`src/common/wic_pkg.sv`:
```
// Package of constants for the watchdog and idle control block.
// Assumes a 100 MHz clock standing in for the oscillator clock.
package wic_pkg;
    // ************************************************************
    // Special function register addresses
    // ************************************************************
    localparam logic [7:0] WIC_ADDR_WDOG_COUNT = 8'hff;
    localparam logic [7:0] WIC_ADDR_PWR_CTRL = 8'h87;
    // ************************************************************
    // Power control field positions
    // ************************************************************
    localparam int WIC_BIT_IDLE_SELECT = 0;
    localparam int WIC_BIT_GEN_FLAG_ZERO = 2;
    localparam int WIC_BIT_GEN_FLAG_ONE = 3;
    localparam int WIC_BIT_LOAD_ENABLE = 4;
    // ************************************************************
    // Reset values and counts
    // ************************************************************
    localparam logic [7:0] WIC_WDOG_COUNT_RESET = 8'h00;
    localparam logic [7:0] WIC_PWR_CTRL_RESET = 8'h00;
    localparam logic [3:0] WIC_MACHINE_DIV = 4'hc;
    localparam int WIC_PRESCALE_WIDTH = 11;
    localparam int WIC_COUNTER_WIDTH = 8;
    localparam logic [2:0] WIC_RESET_PULSE_CYCLES = 3'h4;
    localparam logic [7:0] WIC_OSD_BG_POLARITY_BIT = 8'h04;
endpackage

```
`src/verilog/wic_counter.sv`:
```
// Counter with enable, synchronous clear, load and carry out.
// Assumes one clock and a synchronous active high clear.
`timescale 1ns/1ns
module wic_counter #(
    parameter int WIDTH = 8
) (
    input wire logic clock_in, // Clock
    input wire logic clear_in, // Synchronous clear
    input wire logic enable_in, // Count enable
    input wire logic load_in, // Load strobe
    input wire logic [WIDTH-1:0] load_value_in, // Load value
    output logic [WIDTH-1:0] count_out, // Count value
    output logic wrap_out // All ones while enabled
);
    logic [WIDTH-1:0] count_q;
    logic [WIDTH-1:0] count_d;
    wire at_top = &count_q;
    assign wrap_out = enable_in & at_top;
    assign count_out = count_q;
    always_comb begin
        count_d = count_q;
        if (load_in) begin
            count_d = load_value_in;
        end else if (enable_in) begin
            count_d = count_q + {{(WIDTH-1){1'b0}}, 1'b1};
        end
    end
    always_ff @(posedge clock_in) begin
        if (clear_in) begin
            count_q <= '0;
        end else begin
            count_q <= count_d;
        end
    end
endmodule

```
`src/verilog/wic_sync.sv`:
```
// Two flip-flop synchroniser for a group of level inputs.
// Assumes inputs from pins outside the clock domain.
`timescale 1ns/1ns
module wic_sync #(
    parameter int WIDTH = 2
) (
    input wire logic clock_in, // Clock
    input wire logic srst_in, // Synchronous reset
    input wire logic [WIDTH-1:0] async_in, // Raw levels
    output logic [WIDTH-1:0] sync_out // Synchronised levels
);
    logic [WIDTH-1:0] meta_q;
    logic [WIDTH-1:0] sync_q;
    assign sync_out = sync_q;
    always_ff @(posedge clock_in) begin
        if (srst_in) begin
            meta_q <= '0;
            sync_q <= '0;
        end else begin
            meta_q <= async_in;
            sync_q <= meta_q;
        end
    end
endmodule

```
`src/verilog/wic_top.sv`:
```
// Watchdog timer and idle mode control for an 8-bit controller.
// Assumes a CPU side special function register port on clock_in.
// Notes on behaviour
// Watchdog: 11-bit prescaler then 8-bit counter
// Counter steps once per 12 x 2048 periods
// Counts upward from loaded value
// Overflow gives brief internal reset pulse
// No disable; software reloads in time
// Watchdog keeps running during idle
// Load accepted only while load enable set
// Successful load clears load enable
// System reset clears counter and prescaler
// Counter is full register at FFH
// Power control bit 0 enters idle
// Idle gates CPU and peripheral clocks
// Idle preserves state, RAM, registers, pins; here the pin outputs are driven to the R20 levels instead
// Timer or external irq clears idle
// Idle blocks new non-wake interrupts
// Pending enabled interrupt wakes at once
// External reset in idle two cycles
// Reset clears registers, keeps RAM
// Overflow in idle resets, ends idle
// Idle pin levels: PWM low, others fixed
// Idle write may set general flags
// Load enable at power control bit 4
// Power control at 87H with flag bits
// Refused load leaves count and enable
`timescale 1ns/1ns
module wic_top
    import wic_pkg::*;
(
    input wire logic clock_in, // Oscillator clock
    input wire logic srst_in, // System reset
    input wire logic sfr_write_in, // Register write strobe
    input wire logic sfr_read_in, // Register read strobe
    input wire logic [7:0] sfr_addr_in, // Register address
    input wire logic [7:0] sfr_wdata_in, // Write data
    output logic [7:0] sfr_rdata_out, // Read data
    output logic sfr_hit_out, // Address is ours
    input wire logic ext_irq_zero_in, // External interrupt 0 pin
    input wire logic ext_irq_one_in, // External interrupt 1 pin
    input wire logic timer0_irq_in, // Timer 0 interrupt
    input wire logic timer1_irq_in, // Timer 1 interrupt
    input wire logic other_irq_pending_in, // Enabled non-wake irq pending
    input wire logic other_irq_new_in, // New non-wake irq request
    output logic other_irq_pass_out, // Non-wake irq let through
    input wire logic [7:0] osd_control_reg_in, // Display control value
    input wire logic [7:0] analog_pwm_outs_in, // PWM levels from units
    input wire logic tuning_pwm_in, // Tuning PWM level
    input wire logic i2c_out_in, // I2C output level
    input wire logic [3:0] rgb_fb_in, // Colour and blank levels
    output logic [7:0] analog_pwm_outs_out, // PWM pins
    output logic tuning_pwm_out, // Tuning PWM pin
    output logic i2c_out_out, // I2C output pin
    output logic [2:0] colour_out, // Colour pins
    output logic fast_blank_out, // Blanking pin
    output logic cpu_clk_en_out, // CPU clock enable
    output logic periph_clk_en_out, // PWM ADC I2C OSD clock enable
    output logic hold_state_out, // Freeze CPU state and pins
    output logic machine_tick_out, // One machine cycle pulse
    output logic internal_reset_out, // Watchdog reset pulse
    output logic idle_out // Idle mode active
);
    // ************************************************************
    // Machine cycle divider
    // ************************************************************
    logic [3:0] div_q;
    logic [3:0] div_d;
    wire div_end = (div_q == WIC_MACHINE_DIV - 4'h1);
    assign div_d = div_end ? 4'h0 : div_q + 4'h1;
    assign machine_tick_out = div_end;
    // ************************************************************
    // Register decode
    // ************************************************************
    logic wdog_load_enable_q;
    logic general_flag_one_q;
    logic general_flag_zero_q;
    logic idle_select_q;
    logic [2:0] rst_cnt_q;
    logic wdog_rst_q;
    wire int_rst = srst_in | wdog_rst_q;
    wire hit_wdog = (sfr_addr_in == WIC_ADDR_WDOG_COUNT);
    wire hit_pwr = (sfr_addr_in == WIC_ADDR_PWR_CTRL);
    wire wr_wdog = sfr_write_in & hit_wdog;
    wire wr_pwr = sfr_write_in & hit_pwr;
    wire wdog_load = wr_wdog & wdog_load_enable_q;
    assign sfr_hit_out = hit_wdog | hit_pwr;
    // ************************************************************
    // Watchdog chain
    // ************************************************************
    logic [WIC_PRESCALE_WIDTH-1:0] pre_count;
    logic [WIC_COUNTER_WIDTH-1:0] wdog_count;
    logic pre_wrap;
    logic wdog_wrap;
    // prescaler on machine ticks, never gated by idle
    wic_counter #(.WIDTH(WIC_PRESCALE_WIDTH)) u_prescale (
        .clock_in(clock_in),
        .clear_in(int_rst),
        .enable_in(machine_tick_out),
        .load_in(1'b0),
        .load_value_in({WIC_PRESCALE_WIDTH{1'b0}}),
        .count_out(pre_count),
        .wrap_out(pre_wrap)
    );
    // up counter, no disable path
    wic_counter #(.WIDTH(WIC_COUNTER_WIDTH)) u_watchdog_counter (
        .clock_in(clock_in),
        .clear_in(int_rst),
        .enable_in(pre_wrap),
        .load_in(wdog_load),
        .load_value_in(sfr_wdata_in),
        .count_out(wdog_count),
        .wrap_out(wdog_wrap)
    );
    // ************************************************************
    // Wake input synchronisers
    // ************************************************************
    logic [1:0] ext_sync;
    wic_sync #(.WIDTH(2)) u_ext_sync (
        .clock_in(clock_in),
        .srst_in(srst_in),
        .async_in({ext_irq_one_in, ext_irq_zero_in}),
        .sync_out(ext_sync)
    );
    wire wake = (|ext_sync) | timer0_irq_in | timer1_irq_in;
    // ************************************************************
    // Reset pulse, divider and power control
    // ************************************************************
    always_ff @(posedge clock_in) begin
        if (srst_in) begin
            div_q <= 4'h0;
        end else begin
            div_q <= div_d;
        end
    end
    // fixed length pulse after overflow
    always_ff @(posedge clock_in) begin
        if (srst_in) begin
            rst_cnt_q <= 3'h0;
            wdog_rst_q <= 1'b0;
        end else if (wdog_wrap && !wdog_load) begin
            rst_cnt_q <= WIC_RESET_PULSE_CYCLES - 3'h1;
            wdog_rst_q <= 1'b1;
        end else if (rst_cnt_q != 3'h0) begin
            rst_cnt_q <= rst_cnt_q - 3'h1;
        end else begin
            wdog_rst_q <= 1'b0;
        end
    end
    always_ff @(posedge clock_in) begin
        if (int_rst) begin
            wdog_load_enable_q <= WIC_PWR_CTRL_RESET[WIC_BIT_LOAD_ENABLE];
            general_flag_one_q <= WIC_PWR_CTRL_RESET[WIC_BIT_GEN_FLAG_ONE];
            general_flag_zero_q <= WIC_PWR_CTRL_RESET[WIC_BIT_GEN_FLAG_ZERO];
            idle_select_q <= WIC_PWR_CTRL_RESET[WIC_BIT_IDLE_SELECT];
        end else begin
            if (wr_pwr) begin
                wdog_load_enable_q <= sfr_wdata_in[WIC_BIT_LOAD_ENABLE];
                general_flag_one_q <= sfr_wdata_in[WIC_BIT_GEN_FLAG_ONE];
                general_flag_zero_q <= sfr_wdata_in[WIC_BIT_GEN_FLAG_ZERO];
            end else if (wdog_load) begin
                wdog_load_enable_q <= 1'b0;
            end
            // Wake wins over a concurrent idle write
            if (wake || (idle_select_q && other_irq_pending_in)) begin
                idle_select_q <= 1'b0;
            end else if (wr_pwr) begin
                idle_select_q <= sfr_wdata_in[WIC_BIT_IDLE_SELECT];
            end
        end
    end
    // ************************************************************
    // Read mux and idle outputs
    // ************************************************************
    wire [7:0] pwr_read = {3'h0, wdog_load_enable_q, general_flag_one_q, general_flag_zero_q, 1'b0, idle_select_q};
    wire [7:0] read_mux = hit_wdog ? wdog_count : (hit_pwr ? pwr_read : 8'h00);
    always_ff @(posedge clock_in) begin
        if (srst_in) begin
            sfr_rdata_out <= 8'h00;
        end else if (sfr_read_in) begin
            sfr_rdata_out <= read_mux;
        end
    end
    wire blank_level = ~|(osd_control_reg_in & WIC_OSD_BG_POLARITY_BIT);
    assign idle_out = idle_select_q;
    assign cpu_clk_en_out = ~idle_select_q;
    assign periph_clk_en_out = ~idle_select_q;
    assign hold_state_out = idle_select_q;
    assign other_irq_pass_out = other_irq_new_in & ~idle_select_q;
    assign internal_reset_out = wdog_rst_q;
    always_ff @(posedge clock_in) begin
        if (srst_in) begin
            analog_pwm_outs_out <= 8'h00;
            tuning_pwm_out <= 1'b0;
            i2c_out_out <= 1'b1;
            colour_out <= 3'h0;
            fast_blank_out <= 1'b0;
        end else if (idle_select_q) begin
            analog_pwm_outs_out <= 8'h00;
            tuning_pwm_out <= 1'b0;
            i2c_out_out <= 1'b1;
            colour_out <= {3{blank_level}};
            fast_blank_out <= blank_level;
        end else begin
            analog_pwm_outs_out <= analog_pwm_outs_in;
            tuning_pwm_out <= tuning_pwm_in;
            i2c_out_out <= i2c_out_in;
            colour_out <= rgb_fb_in[2:0];
            fast_blank_out <= rgb_fb_in[3];
        end
    end
endmodule

```
`config.mk`:
```
export PLATFORM = sky130hd
export DESIGN_NAME = wic_top
export DESIGN_NICKNAME = d
export VERILOG_FILES = /design/src/common/wic_pkg.sv /design/src/verilog/wic_counter.sv /design/src/verilog/wic_sync.sv /design/src/verilog/wic_top.sv
export SDC_FILE = /design/constraint.sdc
export NUM_CORES = 1
export LEC_CHECK = 0
export BUFFER_PORTS_ARGS = -buffer_cell sky130_fd_sc_hd__buf_2
export CAP_MARGIN = 10
export CORE_MARGIN = 2
export CORE_UTILIZATION = 43
export DETAILED_ROUTE_END_ITERATION = 6
export HOLD_SLACK_MARGIN = 0.02
export PLACE_DENSITY = 0.72
export SKIP_LAST_GASP = 1
export SLEW_MARGIN = 20
export SYNTH_ARGS = -nofsm -noshare
export SYNTH_HDL_FRONTEND = slang
export SYNTH_HIERARCHICAL = 1
export SYNTH_SLANG_ARGS = --single-unit
export TNS_END_PERCENT = 50
```
`constraint.sdc`:
```
create_clock -name clock_in -period 2.5 [get_ports clock_in]
set_clock_uncertainty 0.2 [all_clocks]
set_input_delay 0.75 -clock clock_in [delete_from_list [all_inputs] [get_ports clock_in]]
set_output_delay 0.75 -clock clock_in [all_outputs]
set_load 0.02 [all_outputs]
```
==> After elaboration in Yosys (flattened, before gate mapping) <==
Cells that the tools add are included.
W data, S select, Z words.
{ "classes": {"n_addsub": 4, "mul": 0, "div_mod_pow": 0, "order_cmp": 0, "eq_ne": 4, "shifts": 0, "n_mux": 12, "bitwise": 11, "reduce_logical": 16} }
{ "op_table": {"columns": ["operator", "n"], "rows": [
  ["$mux W8", 3],
  ["$eq A8 B8 Y1 const B", 2],
  ["$add A11 B1 Y11 const B", 1],
  ["$reduce_and A11 Y1", 1],
  ["$reduce_or A2 Y1", 5],
  ["$add A8 B1 Y8 const B", 1],
  ["$reduce_and A8 Y1", 1],
  ["$and A1 B1 Y1", 6],
  ["$reduce_bool A2 Y1", 3],
  ["$mux W1", 5],
  ["$mux W5", 1],
  ["$add A4 B1 Y4 const B", 1],
  ["$eq A4 B4 Y1 const B", 1],
  ["$mux W2", 2],
  ["$or A1 B1 Y1", 4],
  ["$mux W3", 1],
  ["$reduce_bool A3 Y1", 1],
  ["$sub A3 B1 Y3 const B", 1],
  ["$logic_and A1 B1 Y1", 2],
  ["$logic_not A1 Y1", 2],
  ["$ne A2 B2 Y1 const B", 1],
  ["$logic_or A1 B1 Y1", 1],
  ["$not A1 Y1", 1]
]} }
{ "totals": {"reg_bits": 57, "latchBits": 0, "mem_bits_rw": 0, "romBits": 0, "in_bits": 48, "out_inout_bits": 30, "wordCells": 65, "mem_count": 0} }

==> Depth between registers and ports, before layout <==
{ "depth": {"word_depth": 6, "depth_mapped": 9, "ltp_nobuf": 8} }

==> By module <==
The synthesis kept the hierarchy.
{ "by_module_without_submodules": {"columns": ["module", "n_inst", "cells_per_inst", "area_each_um2", "seq_area_each_um2"], "rows": [
  ["wic_top", 1, 141, 1363.8, 680.7],
  ["wic_counter (u_prescale)", 1, 75, 609.3, 220.2],
  ["wic_counter (u_watchdog_counter)", 1, 50, 411.6, 160.2],
  ["wic_sync", 1, 8, 105.1, 80.1]
]} }

==> Least setup slack after synthesis <==
Ideal clock, no wire load.
{ "synth_timing": {"kind": "input to register", "start": "input sfr_addr_in[1]", "end": "register u_watchdog_counter.count_q[2] (netlist: u_watchdog_counter/count_out[2])", "setup_time_ns": 0.086, "arrival_ns": 2.172, "required_time_ns": 2.214, "setup_slack_ns": 0.043, "stages": 9, "path_buffers": 3, "cell_sequence": "and4_1 buf_2 and2_4 buf_8 and3_2 inv_1 clkbuf_1 nor2_1 a211oi_1"} }
{ "synth_via": {"elab_chain_cells": 4, "elab_cells_between_ends": 5, "cone_classes": "eq/ne (1); mux (1); bitwise (2); reduce/logical (1)"} }
{ "synth_rtl": {"columns": ["element", "line", "rtl"], "rows": [
  ["from (decl)", "wic_top.sv:36", "input wire logic [7:0] sfr_addr_in,"],
  ["$eq A8 B8 Y1 *", "wic_top.sv:82", "wire hit_wdog = (sfr_addr_in == WIC_ADDR_WDOG_COUNT);"],
  ["$and A1 B1 Y1 *", "wic_top.sv:84", "wire wr_wdog = sfr_write_in & hit_wdog;"],
  ["$and A1 B1 Y1 *", "wic_top.sv:86", "wire wdog_load = wr_wdog & wdog_load_enable_q;"],
  ["net wdog_load", "wic_top.sv:86", null],
  ["$mux W8 / $reduce_bool A2 Y1 (equally long branches)", null, null],
  ["to (signal assigned)", "wic_counter.sv:32", "count_q <= count_d;"],
  ["to (decl)", "wic_counter.sv:15", "logic [WIDTH-1:0] count_q;"]
]} }
The timed path passes the listed nets; every way through them passes the cells marked *.
A chain may end at the register's enable or synchronous reset.

==> Final worst setup path <==
{ "layout_timing": {"start": "input sfr_addr_in[3]", "end": "output sfr_hit_out"} }
{ "layout_via": {"elab_chain_cells": 2, "elab_cells_between_ends": 3, "cone_classes": "eq/ne (2); bitwise (1)"} }
{ "layout_rtl": {"columns": ["element", "line", "rtl"], "rows": [
  ["$eq A8 B8 Y1 (on tied branches)", "wic_top.sv:82, wic_top.sv:83", null],
  ["$or A1 B1 Y1 *", "wic_top.sv:87", "assign sfr_hit_out = hit_wdog | hit_pwr;"],
  ["to (decl)", "wic_top.sv:39", "output logic sfr_hit_out,"]
]} }
Every way passes the cells marked *; elsewhere a longest branch is shown, timed or not.

==> results.json <==
{
  "synth-edff-count": 0,
  "regArea_um2": 1141,
  "p_switching_mw": 0.5072,
  "setup_violations": 0,
  "detail_route.iter0.violations": 44,
  "drc": 0,
  "syn_inst": 274,
  "maxCapViolations": 0,
  "die_y_um": 80.10,
  "antenna_found_initial": 0,
  "combPwrFrac": 0.123,
  "async_flop_share": 0,
  "port_buffers": 70,
  "post-synth-top-area-cell": "dfxtp_1",
  "crit_fanout": 2,
  "power.leakage_nw": 1.397,
  "dpl.hpwl_um": 3938,
  "routed_wl_um": 5333,
  "vdd_ir_drop_max_uv": 365.8,
  "crit_buf_inv": 2,
  "post-route-min-period_ns": 2.465,
  "cts_hold_buffers": 0,
  "multi_input_area_um2": 1301,
  "relSlewSlack": 0.6449,
  "switching_share": 0.2445,
  "wire_per_inst_um": 12.07,
  "rsz0062_at_grt": "yes",
  "clock-sinks": 57,
  "max_stage_delay_ns": 0.28,
  "fin_nets": 418,
  "worst_pin_slew_ns": 0.5327,
  "synth_top_area_frac": 0.4583,
  "clockBufferDepth": 2,
  "power.internal_mw": 1.567,
  "antenna_left": 0,
  "cts_tree": "built",
  "seqPwrFrac": 0.476,
  "clk_latency_ns": 0.33,
  "ioPinCount": 78,
  "fmax_mhz": 405.7,
  "die_width_um": 80.10,
  "synth-seq-cells": 57,
  "arrival_ns": 1.52,
  "setup_tns_ns": 0,
  "antennaDiodeCount": 0,
  "cpMostUsedCell": "buf_2",
  "worstSetupEndpoint": "sfr_hit_out",
  "post_cts_buffers": 0,
  "grt_pass1_vias": 1929,
  "worstSetupPathDepth": 4,
  "clk_pin_slew_ns": 0.06,
  "hp-class": "reg -> reg",
  "track_usage": 0.1728,
  "initial_core_util": 0.4494,
  "ys_types": 43,
  "place_congestion": 0.8300,
  "start_kind": "input pin",
  "outcome": "complete, no violations",
  "rrSetupSlack_ns": 0.20,
  "grt_pass1_wl_um": 8500,
  "overflow": 0,
  "via_per_inst": 4.862,
  "worstReg2RegEnd": "u_watchdog_counter/count_out[7]$_SDFFE_PP0P_",
  "endpoint_kind": "primary output",
  "hold_viol_final": 0,
  "root_buffer": "clkbuf_8",
  "required_ns": 1.55,
  "syn_area_um2": 2490,
  "fillers": 513,
  "area_growth_pct": 28.24,
  "grt_max_degree": 25,
  "die-area_um2": 6415,
  "min_period_over_period": 0.9860,
  "synth_ff_type": "dfxtp_1",
  "slowest_stage": "nor4_4",
  "ys_warn_count": 6,
  "cts-resized-gates": 0,
  "p_per_area_nw_per_um2": 649.7,
  "crit_type": "in -> out",
  "rows": 27,
  "ff2ff_path_depth": 7,
  "drtPass1Iterations": 4,
  "htree_levels": 3,
  "ys_top_cells_by_area": "dfxtp_1, a21oi_1, nand2_1, mux2i_1, xor2_1",
  "cp-startpoint": "sfr_addr_in[3]",
  "drv_slew": 0,
  "synth-seq-area-share": 0.4583,
  "p_clk_frac": 0.400,
  "avgSynthCellArea_um2": 9.087,
  "cp_cell_sequence": "buf_2, nor4_4, o21a_2, buf_2",
  "timing.rr.start": "u_prescale/count_out[1]$_SDFFE_PP0P_",
  "num_vias": 2149,
  "crit_family": "buffers and inverters",
  "final_util": 0.5763,
  "total_power_mw": 2.074,
  "drive_gt1_frac": 0.2865,
  "cts_buffers": 9,
  "coreArea_um2": 5540
}
[flip-flops by register name, indices dropped and copies added (netlist names), 2 cells and up]
signal,cells
u_ext_sync/meta_q,2
sfr_rdata_out,8
div_q,4
u_prescale/count_out,11
u_watchdog_counter/count_out,8
rst_cnt_q,3
analog_pwm_outs_out,8
colour_out,3
u_ext_sync/sync_out,2
[cell usage after synthesis, types with 2 or more instances]
library cell,instances
and2_1,10
inv_1,7
and3_1,2
nand2b_1,7
o21ai_1,5
nand4_2,2
a311oi_1,4
xor2_1,10
buf_2,3
clkbuf_1,7
ha_1,5
o22ai_1,3
buf_4,2
and4_1,2
xnor2_1,5
nand4_1,9
mux2i_1,9
dfxtp_1,57
a211oi_1,6
nor2_1,20
nor3_1,3
o21ai_0,6
a21oi_1,24
nor3b_1,5
nand2_1,27
nor2b_1,5
nand3_1,8
and3b_1,2
or3_1,5
[how the worst min path moves through the flow]
| stage | startpoint | to | slack, ns | cells past startpoint |
|---|---|---|---|---|
| global placement | u_ext_sync/meta_q[0]$_SDFF_PP0_ | u_ext_sync/sync_out[0]$_SDFF_PP0_ | 0.22 | 1 |
| detailed placement | u_ext_sync/meta_q[1]$_SDFF_PP0_ | u_ext_sync/sync_out[1]$_SDFF_PP0_ | 0.23 | 1 |
| finish | u_ext_sync/meta_q[1]$_SDFF_PP0_ | u_ext_sync/sync_out[1]$_SDFF_PP0_ | 0.25 | 1 |
| CTS | u_ext_sync/meta_q[1]$_SDFF_PP0_ | u_ext_sync/sync_out[1]$_SDFF_PP0_ | 0.24 | 1 |
| floorplan | u_ext_sync/meta_q[0]$_SDFF_PP0_ | u_ext_sync/sync_out[0]$_SDFF_PP0_ | 0.21 | 1 |
| global route | u_ext_sync/meta_q[1]$_SDFF_PP0_ | u_ext_sync/sync_out[1]$_SDFF_PP0_ | 0.26 | 1 |
[cells by family (layout without fill, tap and decap cells)]
kind of cell | count (synthesis) | count (layout) | share of synthesized area
mux | 10 | 10 | 0.04070
xor+xnor | 15 | 15 | 0.05276
simple gates | 115 | 115 | 0.2613
flops | 57 | 57 | 0.4583
compound gates | 50 | 50 | 0.1196
buf+inv | 21 | 104 | 0.04070
fa+ha+maj | 5 | 5 | 0.02513
other cells | 1 | 14 | 0.001506
[worst reg2reg max path: stages, from the launching register on]
cell	delay, ns
dfxtp_1	0.40
ha_1	0.19
nand2_1	0.07
nor3_2	0.23
and3_1	0.32
nand4_2	0.20
or3_1	0.34
a311oi_1	0.26
[layout by cell type (no fill, tap or decap), types with 3 or more instances in the layout]
cell type	n
conb_1	14
xor2_1	10
nand4_1	9
xnor2_1	5
buf_4	10
nand2b_1	7
mux2i_1	9
clkbuf_8	10
a21oi_1	24
a311oi_1	4
and2_1	10
buf_2	70
o21ai_1	5
nor3b_1	5
o21ai_0	6
a211oi_1	6
o22ai_1	3
nand2_1	27
inv_1	7
nor2_1	20
nand3_1	8
dfxtp_1	57
or3_1	5
nor2b_1	5
clkbuf_1	3
ha_1	5
[power groups by stage]
stage	combinational, mW	clock (mW)	sequential (mW)
2_1_floorplan	0.160	0	1.02
4_1_cts	0.257	0.860	0.988
5_1_grt	0.296	0.887	0.994
3_3_place_gp	0.244	0	1.01
3_5_place_dp	0.255	0	1.01
6_report	0.256	0.830	0.988
[metal layers]
| metal | vias to the layer above | GRT usage | part of all wire |
|---|---|---|---|
| li1 | 1126 | - | - |
| met1 | 962 | 0.1994 | 0.43 |
| met2 | 54 | 0.2917 | 0.51 |
| met3 | 7 | 0.06067 | 0.048 |
| met4 | 0 | 0.06780 | 0.014 |
| met5 | - | 0 | 0 |
[stage by stage]
step                hold WS (ns)  instances  worst slack (ns)  cell area [µm²]
detailed placement        0.2289        426           0.02982             2999
floorplan                 0.2138        287           0.04282             2539
global placement          0.2197        426           0.04326             2999
global route              0.2621        442          -0.03434             3193
finish                    0.2451        442           0.03493             3193
CTS                       0.2445        442           0.02743             3188
[area by class of cell]
class	instances	share of cell area
Clock inverter	3	0.01254
Sequential cell	57	0.3574
Tap cell	72	0.02821
Clock buffer	13	0.04663
Timing Repair Buffer	81	0.1395
Multi-Input combinational cell	209	0.4075
Inverter	7	0.008229
Power figures use the tool's default switching activity.
